<file path="config.mk">
export PLATFORM = sky130hd
export DESIGN_NAME = epi_unit
export DESIGN_NICKNAME = d
export VERILOG_FILES = /design/src/rtl/epi_pkg.sv /design/src/rtl/epi_unit.sv
export SDC_FILE = /design/constraint.sdc
export NUM_CORES = 1
export LEC_CHECK = 0
export BUFFER_PORTS_ARGS = -buffer_cell sky130_fd_sc_hd__buf_2
export CORE_MARGIN = 2
export CORE_UTILIZATION = 39
export CTS_CLUSTER_DIAMETER = 100
export CTS_CLUSTER_SIZE = 12
export DETAILED_ROUTE_END_ITERATION = 16
export HOLD_SLACK_MARGIN = 0.06
export MAX_ROUTING_LAYER = met4
export PLACE_DENSITY = 0.8
export SETUP_SLACK_MARGIN = 0.05
export SYNTH_ARGS = -nofsm -noshare
export SYNTH_HDL_FRONTEND = slang
export SYNTH_SLANG_ARGS = --single-unit
</file>
<file path="constraint.sdc">
create_clock -name i_clk -period 1 [get_ports i_clk]
set_input_delay 0.1 -clock i_clk [delete_from_list [all_inputs] [get_ports i_clk]]
set_output_delay 0.1 -clock i_clk [all_outputs]
set_load 0.1 [all_outputs]
</file>
<file path="src/rtl/epi_pkg.sv">
// Purpose: constants for the external pin interrupt unit
// Assumes: Avalon-MM word addressing, one 32-bit word per register
// Notes: register data is 8 bits wide in the low byte
package epi_pkg;
	localparam logic [1:0] ADDR_SENSE = 2'h0;
	localparam logic [1:0] ADDR_ENABLE = 2'h1;
	localparam logic [1:0] ADDR_FLAGS = 2'h2;
	localparam logic [1:0] ADDR_STATUS = 2'h3;
	localparam int P1_SENSE_HI = 3;
	localparam int P1_SENSE_LO = 2;
	localparam int P0_SENSE_HI = 1;
	localparam int P0_SENSE_LO = 0;
	localparam int P1_BIT = 7;
	localparam int P0_BIT = 6;
	localparam logic [7:0] SENSE_RESET = 8'h00;
	localparam logic [7:0] ENABLE_RESET = 8'h00;
	localparam logic [7:0] FLAGS_RESET = 8'h00;
	localparam logic [1:0] MODE_LOW = 2'h0;
	localparam logic [1:0] MODE_ANY = 2'h1;
	localparam logic [1:0] MODE_FALL = 2'h2;
	localparam logic [1:0] MODE_RISE = 2'h3;
	localparam logic [7:0] ENABLE_MASK = 8'hc0;
	localparam logic [7:0] SENSE_MASK = 8'h0f;
	localparam logic [31:0] UNMAPPED_READ = 32'h0000_0000;
endpackage

</file>
<file path="src/rtl/epi_unit.sv">
// Purpose: two-pin external interrupt unit with Avalon-MM registers
// Assumes: pins synchronous to i_clk; i_io_clk_en marks I/O clock running
// Notes: low-level request is combinational from the raw pin
`timescale 1ns/1ps
`default_nettype none

// Operation
// - pin activity triggers even when driven output
// - low level requests while pin stays low
// - edges need I/O clock; level asynchronous
// - only level requests wake from deep sleep
// - wake level sampled twice by slow clock
// - wake kept, interrupt dropped if level vanishes
// - pin one sense field bits 3:2
// - pin zero sense field bits 1:0
// - sample pin before edge detect
// - enable bit 7 gates pin one request
// - enable bit 6 gates pin zero request
// - flag bit 7 set by pin one event
// - flag bit 6 set by pin zero event
// - flag, enable, global enable dispatch vector
// - level mode holds flag cleared
module epi_unit (
	input wire logic i_clk, // system clock
	input wire logic i_srst, // synchronous reset, active high
	input wire logic [1:0] i_avs_address, // word address
	input wire logic i_avs_read, // read request
	input wire logic i_avs_write, // write request
	input wire logic [31:0] i_avs_writedata, // write data
	input wire logic [3:0] i_avs_byteenable, // byte lanes
	output logic [31:0] o_avs_readdata, // read data
	output logic o_avs_waitrequest, // stall
	input wire logic i_ext_irq_pin_zero, // pin 0 level
	input wire logic i_ext_irq_pin_one, // pin 1 level
	input wire logic i_io_clk_en, // I/O clock running
	input wire logic i_wdt_tick, // watchdog oscillator tick
	input wire logic i_global_ie, // global interrupt enable
	input wire logic i_startup_done, // start-up time ended
	input wire logic i_sleep_deep, // deep sleep (not idle)
	input wire logic [1:0] i_vector_ack, // routine entry per pin
	output logic [1:0] o_vector_req, // vector request per pin
	output logic o_wake, // wake from deep sleep
	output logic o_irq // any request
);

	typedef struct packed {
		logic [7:0] sense;
		logic [7:0] enable;
		logic [1:0] flag;
		logic [1:0] sync1;
		logic [1:0] sync2;
		logic [1:0] prev;
		logic [1:0] wdt_s1;
		logic [1:0] wdt_s2;
		logic wake;
		logic [1:0] lvl_ok;
		logic ack;
		logic [31:0] rdata;
	} epi_state_type;

	epi_state_type st_q;
	epi_state_type st_d;

	logic [1:0] pins;
	logic [1:0] mode [2];
	logic [1:0] edge_hit;
	logic [1:0] lvl_req;
	logic [1:0] en_bit;
	logic [1:0] w1c;
	logic wr_flags;
	logic wr_lane0;

	function automatic logic sense_hit(input logic [1:0] m,
		input logic cur, input logic old);
		case (m)
			epi_pkg::MODE_ANY: sense_hit = cur ^ old;
			epi_pkg::MODE_FALL: sense_hit = old & ~cur;
			epi_pkg::MODE_RISE: sense_hit = cur & ~old;
			default: sense_hit = 1'b0;
		endcase
	endfunction

	// ************************************************
	// pin detection
	// ************************************************
	// pin value read straight from the pad, so driving it works
	assign pins = {i_ext_irq_pin_one, i_ext_irq_pin_zero};
	assign mode[1] = st_q.sense[epi_pkg::P1_SENSE_HI:epi_pkg::P1_SENSE_LO];
	assign mode[0] = st_q.sense[epi_pkg::P0_SENSE_HI:epi_pkg::P0_SENSE_LO];
	assign en_bit = {st_q.enable[epi_pkg::P1_BIT],
		st_q.enable[epi_pkg::P0_BIT]};

	genvar g;
	generate
		for (g = 0; g < 2; g++) begin : g_pin
			// compare synchronised samples only
			assign edge_hit[g] = i_io_clk_en &
				sense_hit(mode[g], st_q.sync2[g], st_q.prev[g]);
			// level request needs no clock, raw pin low
			assign lvl_req[g] = (mode[g] == epi_pkg::MODE_LOW) & ~pins[g];
		end
	endgenerate

	// ************************************************
	// bus decode
	// ************************************************
	// a write lands only at the edge where waitrequest is low
	assign wr_lane0 = i_avs_write & i_avs_byteenable[0] & st_q.ack;
	assign wr_flags = wr_lane0 & (i_avs_address == epi_pkg::ADDR_FLAGS);
	assign w1c = wr_flags ? {i_avs_writedata[epi_pkg::P1_BIT],
		i_avs_writedata[epi_pkg::P0_BIT]} : 2'b00;

	// ************************************************
	// next state
	// ************************************************
	always_comb begin
		st_d = st_q;
		st_d.sync1 = pins;
		st_d.sync2 = st_q.sync1;
		if (i_io_clk_en) begin
			st_d.prev = st_q.sync2;
		end
		// two watchdog samples of the level request
		if (i_wdt_tick) begin
			st_d.wdt_s1 = lvl_req;
			st_d.wdt_s2 = st_q.wdt_s1;
		end
		// only level detection may wake from deep sleep
		if (i_sleep_deep & |(st_q.wdt_s1 & st_q.wdt_s2 & en_bit)) begin
			st_d.wake = 1'b1;
			st_d.lvl_ok = st_q.wdt_s1 & st_q.wdt_s2 & en_bit;
		end else if (!i_sleep_deep) begin
			st_d.wake = 1'b0;
		end
		// level gone before start-up end: wake stays, no request
		if (st_q.wake & ~i_startup_done) begin
			st_d.lvl_ok = st_q.lvl_ok & lvl_req;
		end
		// hardware clear, write-one clear, set wins over clear
		st_d.flag = (st_q.flag & ~i_vector_ack & ~w1c) | edge_hit;
		// flag held cleared in level mode
		for (int i = 0; i < 2; i++) begin
			if (mode[i] == epi_pkg::MODE_LOW) begin
				st_d.flag[i] = 1'b0;
			end
		end
		st_d.ack = (i_avs_read | i_avs_write) & ~st_q.ack;
		if (wr_lane0) begin
			if (i_avs_address == epi_pkg::ADDR_SENSE) begin
				st_d.sense = i_avs_writedata[7:0] & epi_pkg::SENSE_MASK;
			end else if (i_avs_address == epi_pkg::ADDR_ENABLE) begin
				st_d.enable = i_avs_writedata[7:0] & epi_pkg::ENABLE_MASK;
			end
		end
		st_d.rdata = epi_pkg::UNMAPPED_READ;
		if (i_avs_address == epi_pkg::ADDR_SENSE) begin
			st_d.rdata[7:0] = st_q.sense;
		end else if (i_avs_address == epi_pkg::ADDR_ENABLE) begin
			st_d.rdata[7:0] = st_q.enable;
		end else if (i_avs_address == epi_pkg::ADDR_FLAGS) begin
			st_d.rdata[epi_pkg::P1_BIT] = st_q.flag[1];
			st_d.rdata[epi_pkg::P0_BIT] = st_q.flag[0];
		end else if (i_avs_address == epi_pkg::ADDR_STATUS) begin
			st_d.rdata[1:0] = o_vector_req;
			st_d.rdata[2] = st_q.wake;
			st_d.rdata[4:3] = st_q.lvl_ok;
		end
	end

	always_ff @(posedge i_clk) begin
		if (i_srst) begin
			st_q <= '0;
			st_q.sense <= epi_pkg::SENSE_RESET;
			st_q.enable <= epi_pkg::ENABLE_RESET;
			st_q.flag <= epi_pkg::FLAGS_RESET[7:6];
		end else begin
			st_q <= st_d;
		end
	end

	// ************************************************
	// outputs
	// ************************************************
	// flag or level, with enable and global enable
	assign o_vector_req = ((st_q.flag | lvl_req) & en_bit) &
		{2{i_global_ie}};
	assign o_irq = |o_vector_req;
	assign o_wake = st_q.wake;
	assign o_avs_waitrequest = (i_avs_read | i_avs_write) & ~st_q.ack;
	assign o_avs_readdata = st_q.rdata;

endmodule // epi_unit

`default_nettype wire

</file>
==> results.md, run 1 <==
- Layout net count: 273
- Cells taking the most area after synthesis: sky130_fd_sc_hd__dfxtp_1 38%, sky130_fd_sc_hd__buf_4 17%, sky130_fd_sc_hd__mux2i_1 3.9%, sky130_fd_sc_hd__nor2_1 3.7%, sky130_fd_sc_hd__ha_1 3.2%
- Average vias per placed instance: between 4 and 5
- Warning count from the yosys run: 0
- Sum of negative setup slack: -1730 ps
- Number of iterations in the first detailed-routing pass: 4
- Buf/Inv on CP: 1
- Post-route worst setup slack: -425 ps
- PortBufs: 33
- R2r setup slk: -130 ps
- Chip width: between 60 and 70 um
- Clock-pin transition on the worst setup and hold timing paths: ~60 ps
- Leak Pwr: slightly above 0.9 nW
- Pin count of the biggest net entering global routing: 14
- End point of the worst hold path: en_bit[1]
- Timing-limited maximum frequency: 0.702 GHz
- Antenna violations before repair: 0
- Post-synthesis sequential area ratio: 37.7%
- Vias in the first global route: 1276
- Final worst path period need: 1430 ps
- Number of unique standard cell types used by synthesis: 37
- Reg2reg start: st_q[43]
- Synthesized netlist cell count: 170
- Die boundary height: approximately 67 um
- CP Data Required Time: roughly 900 ps
- Maximum ir drop on the vdd rail: roughly 0.00085 V
- Routed length per instance: 13.9 um
- Nature of the critical path startpoint: flop
- Number of inserted diodes: 0
- Startpoint of the most critical hold path: i_avs_writedata[7]
- Number of DRC violations after detailed routing: 0
- Total detailed-routing wirelength: roughly 3700 um
- Critical path start-end classification: reg -> out
- Cells along the critical path: nor3_4, o211a_4, or2_4, buf_12
- R2R cell count: 5
- Synthesized area divided by synthesized cell count: 9.07 um^2
- Initial cell density of the core: 41.2%
- Fraction of the cycle the final worst path needs: 143%
- Dominant cell type by area after synthesis: sky130_fd_sc_hd__dfxtp_1
- Run status: complete, but fails checks
- Fraction of final layout cells sized beyond drive strength 1: roughly 48%
- RSZ-0062 raised after global routing: yes
- Placeable core area: about 3700 um^2
- Destination of the worst register-to-register timing path: st_q[47]
- Worst-path fanout max: 2
- Kind of capture point of the worst setup path: output port
- Worst min-delay path category: in -> reg
- Clk sink count: 29
- Finish-stage setup viols: 11
- Max Buffers Root-to-Sink: 2
- Data arrival at the endpoint of the critical path: between 1000 and 1500 ps
- CTS tree: yes
- Total of max-cap violations: 0
- Synthesis-stage register bit count: 29
- First-pass GRT wire length: around 5600 um
- Delay of the slowest cell on the worst path: about 350 ps
- Number of logic stages on the critical path including buffering: 4
- Synthesized cell area: 1540 um^2
- Depth of the worst hold-timing path: 3
- Kind of cell adding the most delay to the critical path: flip-flops
- Slowest cell on the critical path: sky130_fd_sc_hd__dfxtp_2
- Hpwl dp: roughly 2800 um
- Overall power consumption: 2.85 mW
- Hold violation total from the final report: 0
- CTS H-tree depth: 2
- Area share of the largest cell type after synthesis: between 30% and 40%
- Worst clock skew: ~5.0 ps
- Number of routed nets with antenna violations: 0
- Aggregate global-route resource usage: around 18%
- Failing checks: setup timing
- Area enclosed by the die boundary: 4470 um^2
- Layout overhead on the synthesized area: 45.0%
- Num rows: 22
- Number of buffers created by CTS: 5
- Initial drt markers: 46
- IO Pins: a little under 90
- Last weighted congestion value of the routability-driven placer: about 0.87
- Global route overflow: 0
- Power Dens Cells: ~1300 nW/um^2
- Max-slew violation count: 0
- Root Driver: sky130_fd_sc_hd__clkbuf_8
- Clock Latency Late Sink: 280 ps
- Overall via count from detail_route: 1318
[logic make-up after synthesis]
kind of cell / count (synthesis) / share of synthesized area [%]
compound gates: 31 / 15.4
fa+ha+maj: 4 / 3.25
buf+inv: 44 / 19.6
flops: 29 / 37.7
mux: 7 / 4.63
other cells: 1 / 0.243
simple gates: 54 / 19.2
[through the flow]
step	cells	setup slack, ps	hold WS [ps]	util [%]	instance area [um^2]
floorplan	194	-423	228	-	1700
global placement	256	-155	349	52.7	1970
detailed placement	256	-181	331	52.7	1970
CTS	268	-426	70.8	58.5	2190
global route	267	-447	82.5	59.7	2240
finish	267	-425	74.7	59.7	2240
[final cells by class]
type                    count  area [um^2]
well taps                  48         60.1
clock buffers               5         68.8
repair buffers             56          541
fillers                   339         1510
clock inverters             3         17.5
multi-input cells         121          915
inverters                   5         18.8
flip-flops and latches     29          616
[report_power, final]
part	leakage (nW)	internal (mW)	switching, mW	total (mW)
clock	0.0439	0.479	0.461	0.939
combinational	0.647	0.139	0.583	0.722
sequential	0.245	1.17	0.0197	1.19
total	0.936	1.79	1.06	2.85
[per-layer routing]
layer | vias to the layer above | GRT usage, % | part of all wire (%)
met1 | 618 | 18.3 | 41
met3 | 9 | 5.91 | 5.9
met4 | 0 | 7.91 | 1.9
met2 | 51 | 29.9 | 51
met5 | - | - | 0
li1 | 640 | - | -
[timing repair]
| item | in CTS | in global routing |
|---|---|---|
| hold buffers | 3 | 0 |
| pin swaps | 16 | 5 |
| endpoints found under the setup margin | 15 | 25 |
| hold endpoints to repair | 3 | 0 |
| resized for setup | 25 | 14 |
| buffers inserted | 2 | 1 |
[synthesized netlist by cell type, drive strengths merged]
library cell	number
dfxtp	29
o22ai	2
inv	4
nor3	4
conb	1
nor2	15
o311a	4
and3	6
nand2b	3
nand3	10
nor3b	1
nor2b	7
and2	1
nand4	2
o31ai	1
a22oi	4
and3b	1
ha	4
a21oi	6
or2	1
a31oi	3
nand2	3
clkinv	1
o2111ai	2
a21bo	2
mux2i	6
mux2	1
o211ai	2
a31o	3
clkbuf	3
buf	36
o211a	2
[cell usage in the layout, fill, tap and decap left out, types with 4 or more instances in the layout]
master,Yosys,final
sky130_fd_sc_hd__and3_1,6,4
sky130_fd_sc_hd__buf_12,0,12
sky130_fd_sc_hd__buf_2,1,21
sky130_fd_sc_hd__buf_4,34,16
sky130_fd_sc_hd__buf_6,1,4
sky130_fd_sc_hd__clkbuf_8,0,5
sky130_fd_sc_hd__conb_1,1,25
sky130_fd_sc_hd__dfxtp_1,29,13
sky130_fd_sc_hd__dfxtp_2,0,10
sky130_fd_sc_hd__dfxtp_4,0,6
sky130_fd_sc_hd__inv_2,0,4
sky130_fd_sc_hd__mux2i_1,6,6
sky130_fd_sc_hd__nand3_1,9,8
sky130_fd_sc_hd__nor2_1,15,14
sky130_fd_sc_hd__nor2b_1,6,5
sky130_fd_sc_hd__o311a_1,4,4
[state kept, by name, summed over array words and instances (netlist names)]
| name | count |
|---|---|
| st_q | 13 |
| o_avs_readdata | 7 |
| mode | 4 |
| en_bit | 2 |
| st_d | 2 |
| o_wake | 1 |
[worst max-delay path by stage]
stage,start,endpoint,slack [ps]
6_report,mode[1],o_irq,-430
5_1_grt,mode[1],o_irq,-450
4_1_cts,mode[1],o_irq,-430
3_5_place_dp,mode[2],o_irq,-180
3_3_place_gp,mode[2],o_irq,-150
2_1_floorplan,mode[3],o_irq,-420
[worst register-to-register path, cell delays in order, from the launching register on]
cell and delay, ps:
sky130_fd_sc_hd__dfxtp_4 370, sky130_fd_sc_hd__inv_2 40, sky130_fd_sc_hd__ha_4 140, sky130_fd_sc_hd__mux2_4 270
sky130_fd_sc_hd__a21oi_2 130, sky130_fd_sc_hd__o22ai_1 70
No activity file was read; power rests on OpenSTA's default activity.
==> run 2, diff against run 1 <==
--- a/config.mk
+++ b/config.mk
@@ -5,7 +5,7 @@
 export SDC_FILE = /design/constraint.sdc
 export NUM_CORES = 1
 export LEC_CHECK = 0
-export BUFFER_PORTS_ARGS = -buffer_cell sky130_fd_sc_hd__buf_2
+export BUFFER_PORTS_ARGS = -buffer_cell sky130_fd_sc_hd__buf_4
 export CORE_MARGIN = 2
 export CORE_UTILIZATION = 39
 export CTS_CLUSTER_DIAMETER = 100
@@ -18,3 +18,4 @@
 export SYNTH_ARGS = -nofsm -noshare
 export SYNTH_HDL_FRONTEND = slang
 export SYNTH_SLANG_ARGS = --single-unit
+export TNS_END_PERCENT = 100
==> run 2 against run 1 <==
Against the previous run:
- hold slack improved by 5.0 ps
- non-clock buffer count grew 2
- first-iteration DRC count increased by 15%
- critical endpoint unchanged
- die area did not move
- clock power grew 4.5%
- final cell count increased by 0.75%
- the flow still finishes with violations (setup timing)
- sequential share of layout area is 0.46 points lower
==> results.md, run 2 (synthesis results as in run 1) <==
- Critical path start-end classification: reg -> out (unchanged)
- Root Driver: sky130_fd_sc_hd__clkbuf_8 (unchanged)
- First-pass GRT wire length: 5600 um (was 5620 um)
- Filler cells: 348 (was 339)
- End point of the worst hold path: mode[0] (was en_bit[1])
- Initial drt markers: 53 (was 46)
- Clock Latency Late Sink: 280 ps (about the same)
- Clk sink count: 29 (unchanged)
- Depth of the worst hold-timing path: 2 (was 3)
- Max Buffers Root-to-Sink: 2 (unchanged)
- Worst-path fanout max: 2 (unchanged)
- Number of routed nets with antenna violations: 0 (unchanged)
- Kind of capture point of the worst setup path: output port (unchanged)
- Chip width: 66.9 um (unchanged)
- Routed length per instance: 13.3 um (was 13.9 um)
- Number of DRC violations after detailed routing: 0 (unchanged)
- Total placed cells including tap cells: 253 (was 256)
- Run status: complete, but fails checks (unchanged)
- PortBufs: 33 (unchanged)
- IO Pins: 88 (unchanged)
- Worst min-delay path category: in -> reg (unchanged)
- Reg2reg start: mode[0] (was st_q[43])
- Number of buffers created by CTS: 5 (unchanged)
- Initial cell density of the core: 41.2% (unchanged)
- Worst clock skew: 7.89 ps (was 5.01 ps)
- Aggregate global-route resource usage: 17.8% (was 17.5%)
- Leak Pwr: 0.956 nW (was 0.936 nW)
- Hpwl dp: 2590 um (was 2780 um)
- Fraction of the cycle the final worst path needs: 142% (was 143%)
- Number of iterations in the first detailed-routing pass: 4 (unchanged)
- Overall via count from detail_route: 1312 (was 1318)
- Layout net count: 275 (was 273)
- Layout overhead on the synthesized area: 46.0% (was 45.0%)
- Minimum hold slack: 79.8 ps (was 74.7 ps)
- Maximum ir drop on the vdd rail: 0.00101 V (was 0.000849 V)
- Flip-flop count of the largest register, all copies and words added: 13 (unchanged)
- CP startpoint: mode[0] (was mode[1])
- Total cell area at the placement stage: 1850 um^2 (was 1970 um^2)
- Overall power consumption: 2.93 mW (was 2.85 mW)
- CTS H-tree depth: 2 (unchanged)
- Hold violation total from the final report: 0 (unchanged)
- Last weighted congestion value of the routability-driven placer: 0.818 (was 0.874)
- Total of max-cap violations: 0 (unchanged)
- Data arrival at the endpoint of the critical path: 1320 ps (was 1330 ps)
- Timing-limited maximum frequency: 0.702 GHz (about the same)
- Average vias per placed instance: 4.88 (was 4.94)
- Final worst path period need: 1420 ps (was 1430 ps)
- Power Dens Cells: 1300 nW/um^2 (was 1270 nW/um^2)
- Number of inserted diodes: 0 (unchanged)
- Area enclosed by the die boundary: 4470 um^2 (unchanged)
- Commonest cells after routing, fill and taps aside: 39 x sky130_fd_sc_hd__buf_4, 25 x sky130_fd_sc_hd__conb_1, 16 x sky130_fd_sc_hd__dfxtp_1, 14 x sky130_fd_sc_hd__nor2_1, 8 x sky130_fd_sc_hd__dfxtp_2 (was 25 x sky130_fd_sc_hd__conb_1, 21 x sky130_fd_sc_hd__buf_2, 16 x sky130_fd_sc_hd__buf_4, 14 x sky130_fd_sc_hd__nor2_1, 13 x sky130_fd_sc_hd__dfxtp_1)
- Post-route worst setup slack: -424 ps (was -425 ps)
- CTS tree: yes (unchanged)
- Destination of the worst register-to-register timing path: st_q[47] (unchanged)
- R2r setup slk: -130 ps (about the same)
- Most common cell after layout, fill and taps aside: sky130_fd_sc_hd__buf_4 (was sky130_fd_sc_hd__conb_1)
- Antenna violations before repair: 0 (unchanged)
- Design area: 2250 um^2 (was 2240 um^2)
- Global route overflow: 0 (unchanged)
- Max-slew violation count: 0 (unchanged)
- Final design utilization: 60.1% (was 59.7%)
- Placeable core area: 3740 um^2 (unchanged)
- RSZ-0062 raised after global routing: yes (unchanged)
- Startpoint of the most critical hold path: i_avs_writedata[2] (was i_avs_writedata[7])
- Clock-pin transition on the worst setup and hold timing paths: 60 ps (about the same)
- Number of standard cells in the final layout excluding fillers: 269 (was 267)
- Failing checks: setup timing (unchanged)
- CP Data Required Time: 900 ps (about the same)
- Pin count of the biggest net entering global routing: 13 (was 14)
- Total detailed-routing wirelength: 3590 um (was 3720 um)
- Finish-stage setup viols: 14 (was 11)
- Die boundary height: 66.9 um (unchanged)
- Largest register by flop count: st_q (unchanged)
- Nature of the critical path startpoint: flop (unchanged)
- Num rows: 22 (unchanged)
- Fraction of final layout cells sized beyond drive strength 1: 47.5% (was 47.9%)
- Vias in the first global route: 1216 (was 1276)
- R2R cell count: 4 (was 5)
run 2: cell count changes in the layout (fill, tap and decap cells not counted), sizes merged:
cell         previous run  this run
buf                    53        54
clkinvlp                1         0
clkinv                  3         1
clkbuf                  5         8
dlygate4sd3             3         4
run 2: per-stage QoR:
stage | TNS (ps) | setup slack (ps)
floorplan | -620 | -423
global placement | -540 | -204
detailed placement | -666 | -214
CTS | -1670 | -430
global route | -2460 | -456
finish | -1850 | -424
run 2: layout make-up:
class / instances / area [um^2] / share of cell area [%]
inverters: 5 / 21.3 / 0.945
multi-input cells: 121 / 918 / 40.8
flip-flops and latches: 29 / 609 / 27.1
repair buffers: 58 / 552 / 24.5
clock buffers: 8 / 90.1 / 4.00
well taps: 48 / 60.1 / 2.67
run 2: per-layer routing:
metal	global-route usage, %	share of wire (%)
met1	21.5	42
met2	27.6	48
met3	5.57	7.9
met4	7.40	2.3
met5	-	0
run 2: worst max-delay path by stage:
stage             to  slack, ps
2_1_floorplan  o_irq       -420
3_3_place_gp   o_irq       -200
3_5_place_dp   o_irq       -210
4_1_cts        o_irq       -430
5_1_grt        o_irq       -460
6_report       o_irq       -420
run 2: repair_timing:
action,CTS,global route
gates resized for setup,40,18
hold endpoints to repair,5,0
setup endpoints to repair,22,21
pin swaps,12,2
setup buffers,2,2
hold buffers,4,0
run 2: report_power, final:
part / leakage (nW) / internal, mW / total [mW] / switching (mW)
clock network: 0.0455 / 0.560 / 0.981 / 0.421
logic: 0.668 / 0.174 / 0.757 / 0.583
registers: 0.243 / 1.17 / 1.19 / 0.0192
total: 0.956 / 1.90 / 2.93 / 1.02
run 2: worst max-delay path, stage by stage, from the launching register on:
cell and delay, ps:
sky130_fd_sc_hd__dfxtp_2 350, sky130_fd_sc_hd__nor3_4 50, sky130_fd_sc_hd__o211a_4 230, sky130_fd_sc_hd__or2_4 260
sky130_fd_sc_hd__buf_12 160
==> run 3, diff against run 2 <==
--- a/config.mk
+++ b/config.mk
@@ -8,13 +8,13 @@
 export BUFFER_PORTS_ARGS = -buffer_cell sky130_fd_sc_hd__buf_4
 export CORE_MARGIN = 2
 export CORE_UTILIZATION = 39
-export CTS_CLUSTER_DIAMETER = 100
 export CTS_CLUSTER_SIZE = 12
 export DETAILED_ROUTE_END_ITERATION = 16
 export HOLD_SLACK_MARGIN = 0.06
 export MAX_ROUTING_LAYER = met4
 export PLACE_DENSITY = 0.8
 export SETUP_SLACK_MARGIN = 0.05
+export SKIP_LAST_GASP = 1
 export SYNTH_ARGS = -nofsm -noshare
 export SYNTH_HDL_FRONTEND = slang
 export SYNTH_SLANG_ARGS = --single-unit
==> run 3 against run 2 <==
Against the previous run:
- highest routed layer unchanged
- via count is essentially flat
- sequential power is essentially flat
- the run still ends with setup timing left
- total power is essentially flat
- critical endpoint unchanged
- critical path depth is the same
- largest cell class unchanged
- critical path type unchanged
==> results.md, run 3 (synthesis results as in run 1) <==
- RSZ-0062 raised after global routing: yes (unchanged)
- Num rows: 22 (unchanged)
- Number of inserted diodes: 0 (unchanged)
- Number of standard cells in the final layout excluding fillers: 269 (unchanged)
- Aggregate global-route resource usage: 17.8% (unchanged)
- R2R cell count: 4 (unchanged)
- Cells along the critical path: nor3_4, o211a_4, or2_4, buf_12 (unchanged)
- Number of routed nets with antenna violations: 0 (unchanged)
- Overall via count from detail_route: 1311 (was 1312)
- Failing checks: setup timing (unchanged)
- Total placed cells including tap cells: 253 (unchanged)
- Kind of capture point of the worst setup path: output port (unchanged)
- Worst min-delay path category: in -> reg (unchanged)
- Last weighted congestion value of the routability-driven placer: 0.818 (unchanged)
- CTS tree: yes (unchanged)
- Power Dens Cells: 1310 nW/um^2 (was 1300 nW/um^2)
- Total of max-cap violations: 0 (unchanged)
- Depth of the worst hold-timing path: 2 (unchanged)
- Finish-stage setup viols: 14 (unchanged)
- Vias in the first global route: 1216 (unchanged)
- Worst-path fanout max: 2 (unchanged)
- Worst clock skew: 7.69 ps (was 7.89 ps)
- Global route overflow: 0 (unchanged)
- Run status: complete, but fails checks (unchanged)
- Total detailed-routing wirelength: 3590 um (about the same)
- Antenna violations before repair: 0 (unchanged)
- Clk sink count: 29 (unchanged)
- Clock-pin transition on the worst setup and hold timing paths: 60 ps (about the same)
- Total cell area at the placement stage: 1850 um^2 (unchanged)
- Number of buffers created by CTS: 5 (unchanged)
- Die boundary height: 66.9 um (unchanged)
- Hpwl dp: 2590 um (unchanged)
- Number of iterations in the first detailed-routing pass: 4 (unchanged)
- Layout net count: 275 (unchanged)
- Slowest cell on the critical path: sky130_fd_sc_hd__dfxtp_2 (unchanged)
- Leak Pwr: 0.958 nW (was 0.956 nW)
- Placeable core area: 3740 um^2 (unchanged)
- Most common cell after layout, fill and taps aside: sky130_fd_sc_hd__buf_4 (unchanged)
- Final design utilization: 59.7% (was 60.1%)
- Pre-CTS setup slack: -214 ps (unchanged)
- Pin count of the biggest net entering global routing: 13 (unchanged)
- IO Pins: 88 (unchanged)
- Filler cells: 350 (was 348)
- Design area: 2240 um^2 (was 2250 um^2)
- Hold violation total from the final report: 0 (unchanged)
- Final worst path period need: 1420 ps (about the same)
- Post-route worst setup slack: -424 ps (about the same)
- Fraction of final layout cells sized beyond drive strength 1: 46.2% (was 47.5%)
- Chip width: 66.9 um (unchanged)
- CTS H-tree depth: 2 (unchanged)
- PortBufs: 33 (unchanged)
- Max Buffers Root-to-Sink: 2 (unchanged)
- Max-slew violation count: 0 (unchanged)
- Flip-flop count of the largest register, all copies and words added: 13 (unchanged)
- Largest register by flop count: st_q (unchanged)
- Initial cell density of the core: 41.2% (unchanged)
- Critical path start-end classification: reg -> out (unchanged)
- Area enclosed by the die boundary: 4470 um^2 (unchanged)
- CP Data Required Time: 900 ps (about the same)
- Clock Latency Late Sink: 280 ps (about the same)
- Layout overhead on the synthesized area: 45.0% (was 46.0%)
- Data arrival at the endpoint of the critical path: 1320 ps (about the same)
- Commonest cells after routing, fill and taps aside: 39 x sky130_fd_sc_hd__buf_4, 25 x sky130_fd_sc_hd__conb_1, 16 x sky130_fd_sc_hd__dfxtp_1, 14 x sky130_fd_sc_hd__nor2_1, 9 x sky130_fd_sc_hd__nand3_1 (was 39 x sky130_fd_sc_hd__buf_4, 25 x sky130_fd_sc_hd__conb_1, 16 x sky130_fd_sc_hd__dfxtp_1, 14 x sky130_fd_sc_hd__nor2_1, 8 x sky130_fd_sc_hd__dfxtp_2)
- Number of DRC violations after detailed routing: 0 (unchanged)
- Initial drt markers: 61 (was 53)
- First-pass GRT wire length: 5600 um (unchanged)
- Fraction of the cycle the final worst path needs: 142% (about the same)
- Maximum ir drop on the vdd rail: 0.00101 V (about the same)
- Routed length per instance: 13.3 um (about the same)
- Root Driver: sky130_fd_sc_hd__clkbuf_8 (unchanged)
- Timing-limited maximum frequency: 0.702 GHz (about the same)
- Delay of the slowest cell on the worst path: 350 ps (about the same)
- Average vias per placed instance: 4.87 (was 4.88)
- Nature of the critical path startpoint: flop (unchanged)
run 3: changes by cell type in the layout (fill, tap and decap cells not counted):
cell	change
sky130_fd_sc_hd__nand3_2	-2
sky130_fd_sc_hd__and3_1	+1
sky130_fd_sc_hd__and3_4	-1
sky130_fd_sc_hd__nand3_1	+2
run 3: final cells by class:
cell class / count / area, um^2 / share of cell area, %
tap: 48 / 60.1 / 2.69
sequential: 29 / 609 / 27.3
inverter: 5 / 21.3 / 0.951
clock buffer: 8 / 90.1 / 4.03
multi-input combinational: 121 / 903 / 40.4
timing repair buffer: 58 / 552 / 24.7
run 3: path summary, 6_finish.rpt:
| check | startpoint | end | slack, ps |
|---|---|---|---|
| hold / removal | i_avs_writedata[2] | mode[0] | 80 |
| hold reg to reg | st_d[42] | st_q[42] | 450 |
| setup reg to reg | mode[0] | st_q[47] | -120 |
| setup / recovery | mode[0] | o_irq | -420 |
run 3: layer usage:
metal	track usage [%]	vias to the layer above	routed length (um)	part of all wire, %
li1	-	639	-	-
met1	21.5	610	1520	42
met2	27.6	53	1770	49
met3	5.57	9	225	6.3
met4	7.40	0	80	2.2
met5	-	-	0	0
run 3: worst max-delay path: cells and delay by family, from the launching register on:
| family | cells | cell delay (ps) |
|---|---|---|
| AO/OA/AOI/OAI | 1 | 230 |
| buffers and inverters | 1 | 160 |
| flip-flops | 1 | 350 |
| AND/OR/NAND/NOR | 2 | 310 |
run 3: metrics by stage:
step | hold WS, ps | setup TNS, ps | total power [mW]
CTS | 68.7 | -1670 | 2.94
global route | 72.3 | -2460 | 3.04
finish | 79.5 | -1870 | 2.93
floorplan | 228 | -620 | 1.85
detailed placement | 327 | -666 | 1.91
global placement | 336 | -540 | 1.90
run 3: timing repair:
action / 4_1_cts / 5_1_grt
pin swaps: 12 / 2
hold buffers: 4 / 0
buffers inserted: 2 / 2
endpoints found under the hold margin: 5 / 0
setup endpoints to repair: 22 / 21
resized for setup: 40 / 15
run 3: power by group:
part	internal [mW]	switching [mW]
sequential	1.17	0.0190
combinational	0.174	0.582
clock	0.560	0.422
